`src/include/timer_unit_map.vh`:
```
`ifndef TIMER_UNIT_MAP_VH
`define TIMER_UNIT_MAP_VH

// Register offsets, one 16-bit register per word index.
`define REG_COUNT0 4'h0
`define REG_LIMA0 4'h1
`define REG_LIMB0 4'h2
`define REG_CTRL0 4'h3
`define REG_COUNT1 4'h4
`define REG_LIMA1 4'h5
`define REG_LIMB1 4'h6
`define REG_CTRL1 4'h7
`define REG_COUNT2 4'h8
`define REG_LIMA2 4'h9
`define REG_CTRL2 4'ha
`define REG_ADDR_W 4

// Control field positions.
`define CTL_EN 0
`define CTL_ALT 1
`define CTL_EXT 2
`define CTL_PRE 3
`define CTL_CONT 4
`define CTL_WDOG 5
`define CTL_GATE 6
`define CTL_INUSE_B 12
`define CTL_HIT 13
`define CTL_W 7

`define CTRL_RESET 7'h00
`define COUNT_RESET 16'h0000
`define LIMIT_RESET 16'h0000
`define DATA_W 16
`define SLOT_LAST 2'h3
`define SLOT_RESET 2'h0
`define SLOT_T0 2'h0
`define SLOT_T1 2'h1
`define SLOT_T2 2'h2
`define SLOT_STEP 2'h1
`define SYNC_RESET 2'b00
`define RDATA_IDLE 16'h0000

`endif

```
`src/verilog/timer_channel.v`:
```
`timescale 1ns/10ps
`include "timer_unit_map.vh"

module timer_channel #(
    parameter HAS_ALT = 1
) (
    input wire ref_clk_i,
    input wire reset_i,
    input wire service_i,
    input wire event_i,
    input wire count_we_i,
    input wire lima_we_i,
    input wire limb_we_i,
    input wire ctrl_we_i,
    input wire [15:0] wdata_i,
    input wire hit_clear_i,
    output reg [15:0] count_o,
    output reg [15:0] lima_o,
    output reg [15:0] limb_o,
    output reg [6:0] ctrl_o,
    output reg use_b_o,
    output reg hit_o,
    output reg tc_o,
    output reg out_o
);

    wire alt_mode = (HAS_ALT != 0) && ctrl_o[`CTL_ALT];
    wire [15:0] active_lim = (alt_mode && use_b_o) ? limb_o : lima_o;
    wire [15:0] count_inc = count_o + 16'h0001;
    wire advance = ctrl_o[`CTL_EN] && service_i && event_i;
    wire reach = advance && (count_inc == active_lim);

    always @(posedge ref_clk_i) begin
        if (reset_i) begin
            count_o <= `COUNT_RESET;
            lima_o <= `LIMIT_RESET;
            limb_o <= `LIMIT_RESET;
            ctrl_o <= `CTRL_RESET;
            use_b_o <= 1'b0;
            hit_o <= 1'b0;
            tc_o <= 1'b0;
            out_o <= 1'b1;
        end else begin
            tc_o <= reach;
            if (count_we_i) begin
                count_o <= wdata_i;
            end else if (reach) begin
                count_o <= `COUNT_RESET;
            end else if (advance) begin
                count_o <= count_inc;
            end
            if (lima_we_i) begin
                lima_o <= wdata_i;
            end
            if (limb_we_i && (HAS_ALT != 0)) begin
                limb_o <= wdata_i;
            end
            if (ctrl_we_i) begin
                ctrl_o <= wdata_i[`CTL_W-1:0];
            end else if (reach && !ctrl_o[`CTL_CONT] && !(alt_mode && !use_b_o)) begin
                ctrl_o[`CTL_EN] <= 1'b0;
            end
            // Hardware set wins over a software clear in the same cycle.
            if (reach) begin
                hit_o <= 1'b1;
            end else if (hit_clear_i) begin
                hit_o <= 1'b0;
            end
            if (!alt_mode) begin
                use_b_o <= 1'b0;
            end else if (reach) begin
                use_b_o <= ~use_b_o;
            end
            if (alt_mode) begin
                out_o <= ~(reach ? ~use_b_o : use_b_o);
            end else begin
                out_o <= ~reach;
            end
        end
    end

endmodule

```
`src/verilog/triple_timer_unit.v`:
```
// Chosen here: the address-and-strobe port and the placing of the registers.
`timescale 1ns/10ps
`include "timer_unit_map.vh"

// Summary of operation
// - Three independent timers, each with a 16-bit count.
// - Timers zero and one each own an input pin and output pin.
// - Timer one in watchdog mode raises the watchdog interrupt at its limit.
// - Timer two has no pins; serves delays, prescaling or DMA requests.
// - Software may read or overwrite any count at any time.
// - Each selected timer event adds one to the count.
// - Reaching the active limit returns count to zero the same cycle.
// - Timers zero and one alternate primary and secondary limits.
// - Single-limit output pulses low one cycle after the limit.
// - Dual-limit output level shows which limit governs.
// - Timers are serviced in rotation, each once every fourth clock.
// - External inputs at most quarter clock; output may lag six clocks.
// - Eleven 16-bit registers hold counts, limits and control.

module triple_timer_unit (
    input wire ref_clk_i,
    input wire reset_i,
    input wire [3:0] addr_i,
    input wire [15:0] wdata_i,
    input wire wr_i,
    input wire rd_i,
    output reg [15:0] rdata_o,
    input wire timer_zero_input_i,
    input wire timer_one_input_i,
    output wire timer_zero_output_o,
    output wire timer_one_output_o,
    output reg watchdog_irq_o,
    output reg dma_request_o
);

    reg [1:0] slot;
    reg [1:0] sync0;
    reg [1:0] sync1;
    reg in0_prev;
    reg in1_prev;
    reg [1:0] rise_pend;
    reg pre_pend0;
    reg pre_pend1;

    wire [15:0] cnt0, cnt1, cnt2, la0, la1, la2, lb0, lb1, lb2;
    wire [6:0] ct0, ct1, ct2;
    wire ub0, ub1, ub2, hit0, hit1, hit2, tc0, tc1, tc2, out0, out1, out2;
    wire ev0, ev1;
    wire service0, service1, service2;
    wire rise0, rise1;
    wire we_count0, we_lima0, we_limb0, we_ctrl0;
    wire we_count1, we_lima1, we_limb1, we_ctrl1;
    wire we_count2, we_lima2, we_ctrl2;
    wire hit_clear0, hit_clear1, hit_clear2;
    reg [15:0] next_rdata;

    function wr_sel;
        input [3:0] a;
        input [3:0] want;
        input we;
        begin
            wr_sel = we && (a == want);
        end
    endfunction

    function [15:0] ctrl_view;
        input [6:0] c;
        input ub;
        input hit;
        begin
            ctrl_view = 16'h0000;
            ctrl_view[`CTL_W-1:0] = c;
            ctrl_view[`CTL_INUSE_B] = ub;
            ctrl_view[`CTL_HIT] = hit;
        end
    endfunction

    function slot_is;
        input [1:0] s;
        input [1:0] want;
        begin
            slot_is = (s == want);
        end
    endfunction

    // Register write decode, shared by the timers and the watchdog clear.
    assign we_count0 = wr_sel(addr_i, `REG_COUNT0, wr_i);
    assign we_lima0 = wr_sel(addr_i, `REG_LIMA0, wr_i);
    assign we_limb0 = wr_sel(addr_i, `REG_LIMB0, wr_i);
    assign we_ctrl0 = wr_sel(addr_i, `REG_CTRL0, wr_i);
    assign we_count1 = wr_sel(addr_i, `REG_COUNT1, wr_i);
    assign we_lima1 = wr_sel(addr_i, `REG_LIMA1, wr_i);
    assign we_limb1 = wr_sel(addr_i, `REG_LIMB1, wr_i);
    assign we_ctrl1 = wr_sel(addr_i, `REG_CTRL1, wr_i);
    assign we_count2 = wr_sel(addr_i, `REG_COUNT2, wr_i);
    assign we_lima2 = wr_sel(addr_i, `REG_LIMA2, wr_i);
    assign we_ctrl2 = wr_sel(addr_i, `REG_CTRL2, wr_i);

    // Writing a control word with the hit bit low clears that timer's flag.
    assign hit_clear0 = we_ctrl0 && !wdata_i[`CTL_HIT];
    assign hit_clear1 = we_ctrl1 && !wdata_i[`CTL_HIT];
    assign hit_clear2 = we_ctrl2 && !wdata_i[`CTL_HIT];

    // Each timer owns one slot of the four; the last slot is left idle.
    assign service0 = slot_is(slot, `SLOT_T0);
    assign service1 = slot_is(slot, `SLOT_T1);
    assign service2 = slot_is(slot, `SLOT_T2);

    // An edge is judged on the synchronised level only, never on the raw pin.
    assign rise0 = sync0[1] && !in0_prev;
    assign rise1 = sync1[1] && !in1_prev;

    // Rotating service slot; slot 3 is idle so each timer sees one slot in four.
    always @(posedge ref_clk_i) begin
        if (reset_i) begin
            slot <= `SLOT_RESET;
        end else begin
            slot <= slot + `SLOT_STEP;
        end
    end

    // Pins are brought into the clock domain before any logic looks at them.
    always @(posedge ref_clk_i) begin
        if (reset_i) begin
            sync0 <= `SYNC_RESET;
            sync1 <= `SYNC_RESET;
            in0_prev <= 1'b0;
            in1_prev <= 1'b0;
        end else begin
            sync0 <= {sync0[0], timer_zero_input_i};
            sync1 <= {sync1[0], timer_one_input_i};
            in0_prev <= sync0[1];
            in1_prev <= sync1[1];
        end
    end

    // Rising edges and prescale terminal counts are held until the timer's slot.
    always @(posedge ref_clk_i) begin
        if (reset_i) begin
            rise_pend <= 2'b00;
            pre_pend0 <= 1'b0;
            pre_pend1 <= 1'b0;
        end else begin
            // A new edge in the timer's own slot wins over the slot's clear.
            if (rise0) begin
                rise_pend[0] <= 1'b1;
            end else if (service0) begin
                rise_pend[0] <= 1'b0;
            end
            if (rise1) begin
                rise_pend[1] <= 1'b1;
            end else if (service1) begin
                rise_pend[1] <= 1'b0;
            end
            if (tc2) begin
                pre_pend0 <= 1'b1;
                pre_pend1 <= 1'b1;
            end else begin
                if (service0) begin
                    pre_pend0 <= 1'b0;
                end
                if (service1) begin
                    pre_pend1 <= 1'b0;
                end
            end
        end
    end

    // Event select: external edge, timer-two prescale, or internal rate; gate level.
    assign ev0 = (ct0[`CTL_EXT] ? rise_pend[0] : (ct0[`CTL_PRE] ? pre_pend0 : 1'b1))
        && (!ct0[`CTL_GATE] || ct0[`CTL_EXT] || sync0[1]);
    assign ev1 = (ct1[`CTL_EXT] ? rise_pend[1] : (ct1[`CTL_PRE] ? pre_pend1 : 1'b1))
        && (!ct1[`CTL_GATE] || ct1[`CTL_EXT] || sync1[1]);

    // Three independent channels, each with its own 16-bit count.
    timer_channel #(.HAS_ALT(1)) u_timer0 (
        .ref_clk_i(ref_clk_i),
        .reset_i(reset_i),
        .service_i(service0),
        .event_i(ev0),
        .count_we_i(we_count0),
        .lima_we_i(we_lima0),
        .limb_we_i(we_limb0),
        .ctrl_we_i(we_ctrl0),
        .wdata_i(wdata_i),
        .hit_clear_i(hit_clear0),
        .count_o(cnt0),
        .lima_o(la0),
        .limb_o(lb0),
        .ctrl_o(ct0),
        .use_b_o(ub0),
        .hit_o(hit0),
        .tc_o(tc0),
        .out_o(out0)
    );

    timer_channel #(.HAS_ALT(1)) u_watchdog_capable_timer (
        .ref_clk_i(ref_clk_i),
        .reset_i(reset_i),
        .service_i(service1),
        .event_i(ev1),
        .count_we_i(we_count1),
        .lima_we_i(we_lima1),
        .limb_we_i(we_limb1),
        .ctrl_we_i(we_ctrl1),
        .wdata_i(wdata_i),
        .hit_clear_i(hit_clear1),
        .count_o(cnt1),
        .lima_o(la1),
        .limb_o(lb1),
        .ctrl_o(ct1),
        .use_b_o(ub1),
        .hit_o(hit1),
        .tc_o(tc1),
        .out_o(out1)
    );

    timer_channel #(.HAS_ALT(0)) u_timer2 (
        .ref_clk_i(ref_clk_i),
        .reset_i(reset_i),
        .service_i(service2),
        .event_i(1'b1),
        .count_we_i(we_count2),
        .lima_we_i(we_lima2),
        .limb_we_i(1'b0),
        .ctrl_we_i(we_ctrl2),
        .wdata_i(wdata_i),
        .hit_clear_i(hit_clear2),
        .count_o(cnt2),
        .lima_o(la2),
        .limb_o(lb2),
        .ctrl_o(ct2),
        .use_b_o(ub2),
        .hit_o(hit2),
        .tc_o(tc2),
        .out_o(out2)
    );

    assign timer_zero_output_o = out0;
    assign timer_one_output_o = out1;

    // The watchdog line is sticky until software writes timer one's control.
    always @(posedge ref_clk_i) begin
        if (reset_i) begin
            watchdog_irq_o <= 1'b0;
            dma_request_o <= 1'b0;
        end else begin
            dma_request_o <= tc2 && ct2[`CTL_EN];
            if (ct1[`CTL_WDOG] && tc1) begin
                watchdog_irq_o <= 1'b1;
            end else if (we_ctrl1) begin
                watchdog_irq_o <= 1'b0;
            end
        end
    end

    // Read mux; an idle cycle or an unmapped index gives an all-zero word.
    always @* begin
        next_rdata = `RDATA_IDLE;
        if (rd_i) begin
            case (addr_i)
                `REG_COUNT0: next_rdata = cnt0;
                `REG_LIMA0: next_rdata = la0;
                `REG_LIMB0: next_rdata = lb0;
                `REG_CTRL0: next_rdata = ctrl_view(ct0, ub0, hit0);
                `REG_COUNT1: next_rdata = cnt1;
                `REG_LIMA1: next_rdata = la1;
                `REG_LIMB1: next_rdata = lb1;
                `REG_CTRL1: next_rdata = ctrl_view(ct1, ub1, hit1);
                `REG_COUNT2: next_rdata = cnt2;
                `REG_LIMA2: next_rdata = la2;
                `REG_CTRL2: next_rdata = ctrl_view(ct2, ub2, hit2);
                default: next_rdata = `RDATA_IDLE;
            endcase
        end
    end

    // Read port: data stands in the cycle after the strobe only.
    always @(posedge ref_clk_i) begin
        if (reset_i) begin
            rdata_o <= `RDATA_IDLE;
        end else begin
            rdata_o <= next_rdata;
        end
    end

endmodule

```
`config.mk`:
```
export PLATFORM = sky130hd
export DESIGN_NAME = triple_timer_unit
export DESIGN_NICKNAME = d
export VERILOG_FILES = /design/src/verilog/timer_channel.v /design/src/verilog/triple_timer_unit.v
export VERILOG_INCLUDE_DIRS = /design/src /design/src/include
export SDC_FILE = /design/constraint.sdc
export NUM_CORES = 1
export LEC_CHECK = 0
export BUFFER_PORTS_ARGS = -buffer_cell sky130_fd_sc_hd__buf_2
export CORE_MARGIN = 2
export CORE_UTILIZATION = 40
export DETAILED_ROUTE_END_ITERATION = 8
export PLACE_DENSITY = 0.52
export SLEW_MARGIN = 25
export SYNTH_ARGS = -nofsm -noshare
export SYNTH_HDL_FRONTEND = slang
export SYNTH_HIERARCHICAL = 1
export SYNTH_SLANG_ARGS = --single-unit
```
`constraint.sdc`:
```
create_clock -name ref_clk_i -period 3.1 [get_ports ref_clk_i]
set_input_delay 0.465 -clock ref_clk_i [delete_from_list [all_inputs] [get_ports ref_clk_i]]
set_output_delay 0.465 -clock ref_clk_i [all_outputs]
set_load 0.1 [all_outputs]
```
==> results.json, run 1 <==
{
  "status": "completed",
  "slew_headroom_pct": 49.41,
  "place.gp.congestion": 0.9141,
  "drc_errors": 0,
  "syn_avg_cell_area_um2": 8.456,
  "end_kind": "flop",
  "htreeDepth": 4,
  "clock_skew_ns": 0.01352,
  "totalWireLength_mm": 43.95,
  "switchingPower_mw": 1.839,
  "cts_setup_buffers": 0,
  "yosysWarnings": 6,
  "synth_nets": 1441,
  "start_util_pct": 40.42,
  "finalNonFillerCells": 1855,
  "hpwl_mm": 32.33,
  "fin_crit_sh_pct": 97.36,
  "rsz0062_at_grt": "true",
  "cts_made_buffers": 17,
  "grt_overflow": 0,
  "final_common_cell": "dfxtp_1",
  "seq_power_share_pct": 44.5,
  "most-common-layout-cells": "dfxtp_1, nor2_1, mux2i_1, buf_4, a21oi_1",
  "cts_buffer_depth": 2,
  "dr.pass1.iters": 5,
  "grt_pass1_wl_mm": 67.10,
  "cts_tree": "done",
  "clk_pin_slew_worst_paths_ns": 0.09,
  "setup_tns_ns": 0,
  "place_inst": 1822,
  "wl_per_cell_um": 23.69,
  "die_area_um2": 31180,
  "cp_max_fo": 7,
  "final_layout_size_suffix_gt1_share_pct": 17.90,
  "post-route-util_pct": 45.71,
  "area_delta_synth_final_pct": 13.11,
  "p_int_mw": 4.008,
  "cts-root-buf": "clkbuf_16",
  "rows": 63,
  "fp.dieH_um": 176.6,
  "startpoint_type": "flop",
  "drt_iter0_drc": 1113,
  "hold_viol_final": 0,
  "num_vias": 11014,
  "maxCapViolations": 0,
  "syn_area_um2": 11920,
  "pin_count": 46,
  "p_clk_share_pct": 40.2,
  "min_period_ns": 3.018,
  "nets": 1483,
  "fillers": 2942,
  "switching_share_pct": 31.46,
  "grt_pass1_vias": 10735,
  "p_comb_share_pct": 15.3,
  "die_w_um": 176.6,
  "coreArea_um2": 29480,
  "max_freq_mhz": 331.3,
  "p_leak_nw": 4.908,
  "netlist_instances": 1409,
  "drtAntennaViolNets": 0,
  "port_buffers": 45,
  "path_class": "flop to flop",
  "antenna_found_initial": 1,
  "arrival_ns": 3.34,
  "ir_drop_v": 0.0003822,
  "required_ns": 3.42,
  "holdBufCountCts": 0,
  "insertion_delay_ns": 0.46,
  "gr-usage-all-layers_pct": 28.60,
  "vias_per_cell": 5.937,
  "p_per_area_nw_per_um2": 433.9,
  "timing.final.max_slew_violations": 0,
  "hold_class": "input pin to flop",
  "worst_pin_slew_ns": 0.7588,
  "grt_max_degree": 103,
  "finalSetupViolCount": 0,
  "cts.sinks": 188
}
## metrics by stage
step / setup slack, ns / hold slack (ns) / area (um^2) / total power, mW
after detailed placement: 0.09280 / 0.4343 / 12840 / 3.529
after CTS: 0.04649 / 0.2132 / 13460 / 5.867
after floorplan: 0.5561 / 0.4019 / 11920 / 3.206
final: 0.08184 / 0.2223 / 13480 / 5.847
after global routing: -0.008404 / 0.2337 / 13470 / 6.070
after global placement: 0.1012 / 0.4213 / 12840 / 3.524
## area by class of cell
class	count	area, um^2	share of cell area [%]
antenna	1	2.502	0.01857
tap	390	488.0	3.621
clock buffer	17	425.4	3.157
clock inverter	15	192.7	1.430
multi-input combinational	1047	7388	54.82
timing repair buffer	145	1020	7.567
sequential	188	3765	27.94
inverter	52	195.2	1.448
## flip-flops by register name, indices dropped and copies added (netlist names), 2 cells and up
name,flops
rdata_o,16
u_timer0/count_o,16
u_timer0/lima_o,16
u_timer0/limb_o,16
u_timer2/count_o,16
u_timer2/lima_o,16
u_watchdog_capable_timer/count_o,16
u_watchdog_capable_timer/lima_o,16
u_watchdog_capable_timer/limb_o,16
u_timer0/ctrl_o,7
u_timer2/ctrl_o,7
u_watchdog_capable_timer/ctrl_o,7
rise_pend,2
slot,2
sync0,2
sync1,2
## power groups by stage
stage / combinational [mW] / sequential [mW] / clock (mW)
after global placement: 0.871 / 2.65 / 0
after detailed placement: 0.876 / 2.65 / 0
after floorplan: 0.590 / 2.62 / 0
after CTS: 0.880 / 2.60 / 2.39
after global routing: 0.970 / 2.61 / 2.49
final: 0.896 / 2.60 / 2.35
## final timing paths
path / startpoint / to / slack, ns / cells past startpoint
worst min-delay path: timer_zero_input_i / sync0[0]$_SDFF_PP0_ / 0.22 / 2
worst max-delay path: u_watchdog_capable_timer/count_o[0]$_SDFFE_PP0P_ / u_watchdog_capable_timer/count_o[11]$_SDFFE_PP0P_ / 0.08 / 9
worst max register to register: u_watchdog_capable_timer/count_o[0]$_SDFFE_PP0P_ / u_watchdog_capable_timer/count_o[11]$_SDFFE_PP0P_ / 0.08 / 9
worst min register to register: sync0[0]$_SDFF_PP0_ / sync0[1]$_SDFF_PP0_ / 0.45 / 1
## what timing repair did
action | 4_1_cts | 5_1_grt
resized for setup | 0 | 4
hold endpoints to repair | 0 | 0
endpoints found under the setup margin | 0 | 18
## worst max-delay path: stages, from the launching register on
cell and delay [ns]:
dfxtp_1 0.33, ha_1 0.27, and3_1 0.24, xnor2_1 0.15
o311ai_0 0.21, a2111oi_1 0.64, nand4_1 0.15, or4_1 0.64
nand3_2 0.16, a311oi_1 0.08
## metal layers
| metal | part of all wire [%] | global-route usage (%) | up-vias |
|---|---|---|---|
| met1 | 45 | 38.13 | 5332 |
| li1 | - | - | 5210 |
| met3 | 5.0 | 3.984 | 81 |
| met5 | 0 | 0 | - |
| met2 | 46 | 46.88 | 391 |
| met4 | 3.4 | 10.88 | 0 |
No activity file was read; power rests on OpenSTA's default activity.
==> inputs of run 2 (changes only) <==
--- a/config.mk
+++ b/config.mk
@@ -9,7 +9,7 @@
 export BUFFER_PORTS_ARGS = -buffer_cell sky130_fd_sc_hd__buf_2
 export CORE_MARGIN = 2
-export CORE_UTILIZATION = 40
+export CORE_UTILIZATION = 35
 export DETAILED_ROUTE_END_ITERATION = 8
-export PLACE_DENSITY = 0.52
+export PLACE_DENSITY = 0.46
 export SLEW_MARGIN = 25
 export SYNTH_ARGS = -nofsm -noshare
==> constraint.sdc (replaced) <==
create_clock -name ref_clk_i -period 3.1 [get_ports ref_clk_i]
set_input_delay 0.31 -clock ref_clk_i [delete_from_list [all_inputs] [get_ports ref_clk_i]]
set_output_delay 0.31 -clock ref_clk_i [all_outputs]
set_load 0.1 [all_outputs]
==> run 2 against run 1 <==
Against the previous run:
- total power increased by 1.8%
- critical path type unchanged
- cell count increased by 2.0%
- cell area decreased by 0.51%
- non-clock buffer count decreased by 19
- combinational power about the same
- critical path depth unchanged
==> results.json, run 2 (synthesized netlist as in run 1, its figures left out) <==
{
  "final_layout_size_suffix_gt1_share_pct": 17.19,
  "cp-startpoint": "u_watchdog_capable_timer/count_o[0]$_SDFFE_PP0P_",
  "hold_viol_final": 0,
  "vias_per_cell": 5.821,
  "pin_count": 46,
  "cts_buffer_depth": 2,
  "cp_max_fo": 9,
  "coreArea_um2": 33530,
  "rsz0062_at_grt": "false",
  "p_per_area_nw_per_um2": 443.9,
  "fin_ws_ns": 0.1813,
  "ir_drop_v": 0.0004075,
  "grt_max_degree": 73,
  "worst_pin_slew_ns": 0.7137,
  "drtAntennaViolNets": 0,
  "start_util_pct": 35.53,
  "insertion_delay_ns": 0.46,
  "drc_errors": 0,
  "cts_made_buffers": 17,
  "end_kind": "flop",
  "min_period_ns": 2.919,
  "place_area_um2": 12740,
  "cts-root-buf": "clkbuf_16",
  "maxCapViolations": 0,
  "wl_per_cell_um": 24.02,
  "nets": 1464,
  "arrival_ns": 3.25,
  "die_area_um2": 35540,
  "cts_setup_buffers": 0,
  "area_delta_synth_final_pct": 12.53,
  "cts_tree": "done",
  "rows": 67,
  "timing.final.max_slew_violations": 0,
  "dr.pass1.iters": 6,
  "clk_pin_slew_worst_paths_ns": 0.07,
  "drt_iter0_drc": 1158,
  "grt_pass1_vias": 10299,
  "max_freq_mhz": 342.6,
  "p_leak_nw": 4.804,
  "post-route-util_pct": 39.99,
  "finalSetupViolCount": 0,
  "final_common_cell": "dfxtp_1",
  "hold_class": "input pin to flop",
  "min-delay-start": "timer_one_input_i",
  "totalWireLength_mm": 45.45,
  "r2r_setup_slack_ns": 0.18,
  "most-common-layout-cells": "dfxtp_1, nor2_1, mux2i_1, buf_4, a21oi_1",
  "preCtsSetupSlack_ns": -0.04185,
  "startpoint_type": "flop",
  "gr-usage-all-layers_pct": 25.40,
  "cts.sinks": 188,
  "status": "completed",
  "clock_skew_ns": 0.01237,
  "num_vias": 11014,
  "htreeDepth": 4,
  "slew_headroom_pct": 52.42,
  "antenna_found_initial": 0,
  "whs_ns": 0.06630,
  "grt_pass1_wl_mm": 67.60,
  "min_path_cells": 2,
  "setup_tns_ns": 0,
  "final_cell_area_um2": 13410,
  "fillers": 3489,
  "die_w_um": 188.5,
  "r2r_cells": 9,
  "required_ns": 3.43,
  "grt_overflow": 0,
  "r2r-start": "u_watchdog_capable_timer/count_o[0]$_SDFFE_PP0P_",
  "port_buffers": 45,
  "fp.dieH_um": 188.5,
  "hpwl_mm": 33.10,
  "place.gp.congestion": 0.9314,
  "path_class": "flop to flop",
  "fin_crit_sh_pct": 94.15
}
[run 2: path summary, 6_finish.rpt]
| check | endpoint |
|---|---|
| worst max-delay path | u_watchdog_capable_timer/ctrl_o[0]$_SDFFE_PP0P_ |
| worst min-delay path | sync1[0]$_SDFF_PP0_ |
| worst max register to register | u_watchdog_capable_timer/ctrl_o[0]$_SDFFE_PP0P_ |
| worst min register to register | sync1[1]$_SDFF_PP0_ |
[run 2: timing repair]
item,4_1_cts,5_1_grt
setup endpoints to repair,10,30
hold endpoints to repair,0,0
hold buffers,0,0
resized for setup,2,11
[run 2: critical path, stage by stage (launching register included)]
cell and delay, ns:
dfxtp_1 0.34, ha_2 0.27, and3_1 0.34, xnor2_1 0.17, o311ai_0 0.19, a2111oi_1 0.47
o2111a_1 0.29, nand3b_2 0.26, o311ai_1 0.35, a21oi_1 0.10
[run 2: layer usage]
layer / global-route usage [%] / vias to the layer above / share of wire (%)
met1: 35.52 / 5366 / 46
met2: 39.48 / 401 / 45
met4: 8.804 / 0 / 3.1
met5: 0 / - / 0
li1: - / 5183 / -
met3: 4.209 / 64 / 6.0
[run 2: cell type report]
type,instances,area [um^2],share of cell area (%)
Antenna cell,1,2.502,0.01866
Clock buffer,18,439.2,3.275
Clock inverter,12,186.4,1.390
Inverter,52,195.2,1.456
Multi-Input combinational cell,1047,7405,55.23
Sequential cell,188,3767,28.10
Tap cell,448,560.5,4.181
Timing Repair Buffer,126,852.1,6.355
[run 2: per-stage QoR]
stage / total power [mW] / cells
after global placement: 3.544 / 1861
after floorplan: 3.206 / 1409
after detailed placement: 3.547 / 1861
final: 5.952 / 1892
after CTS: 5.987 / 1891
after global routing: 6.167 / 1891
[run 2: power by group]
group	switching, mW	total, mW	internal [mW]
registers	0.122	2.61	2.49
clock network	1.06	2.44	1.38
logic	0.554	0.899	0.345
total	1.74	5.95	4.21
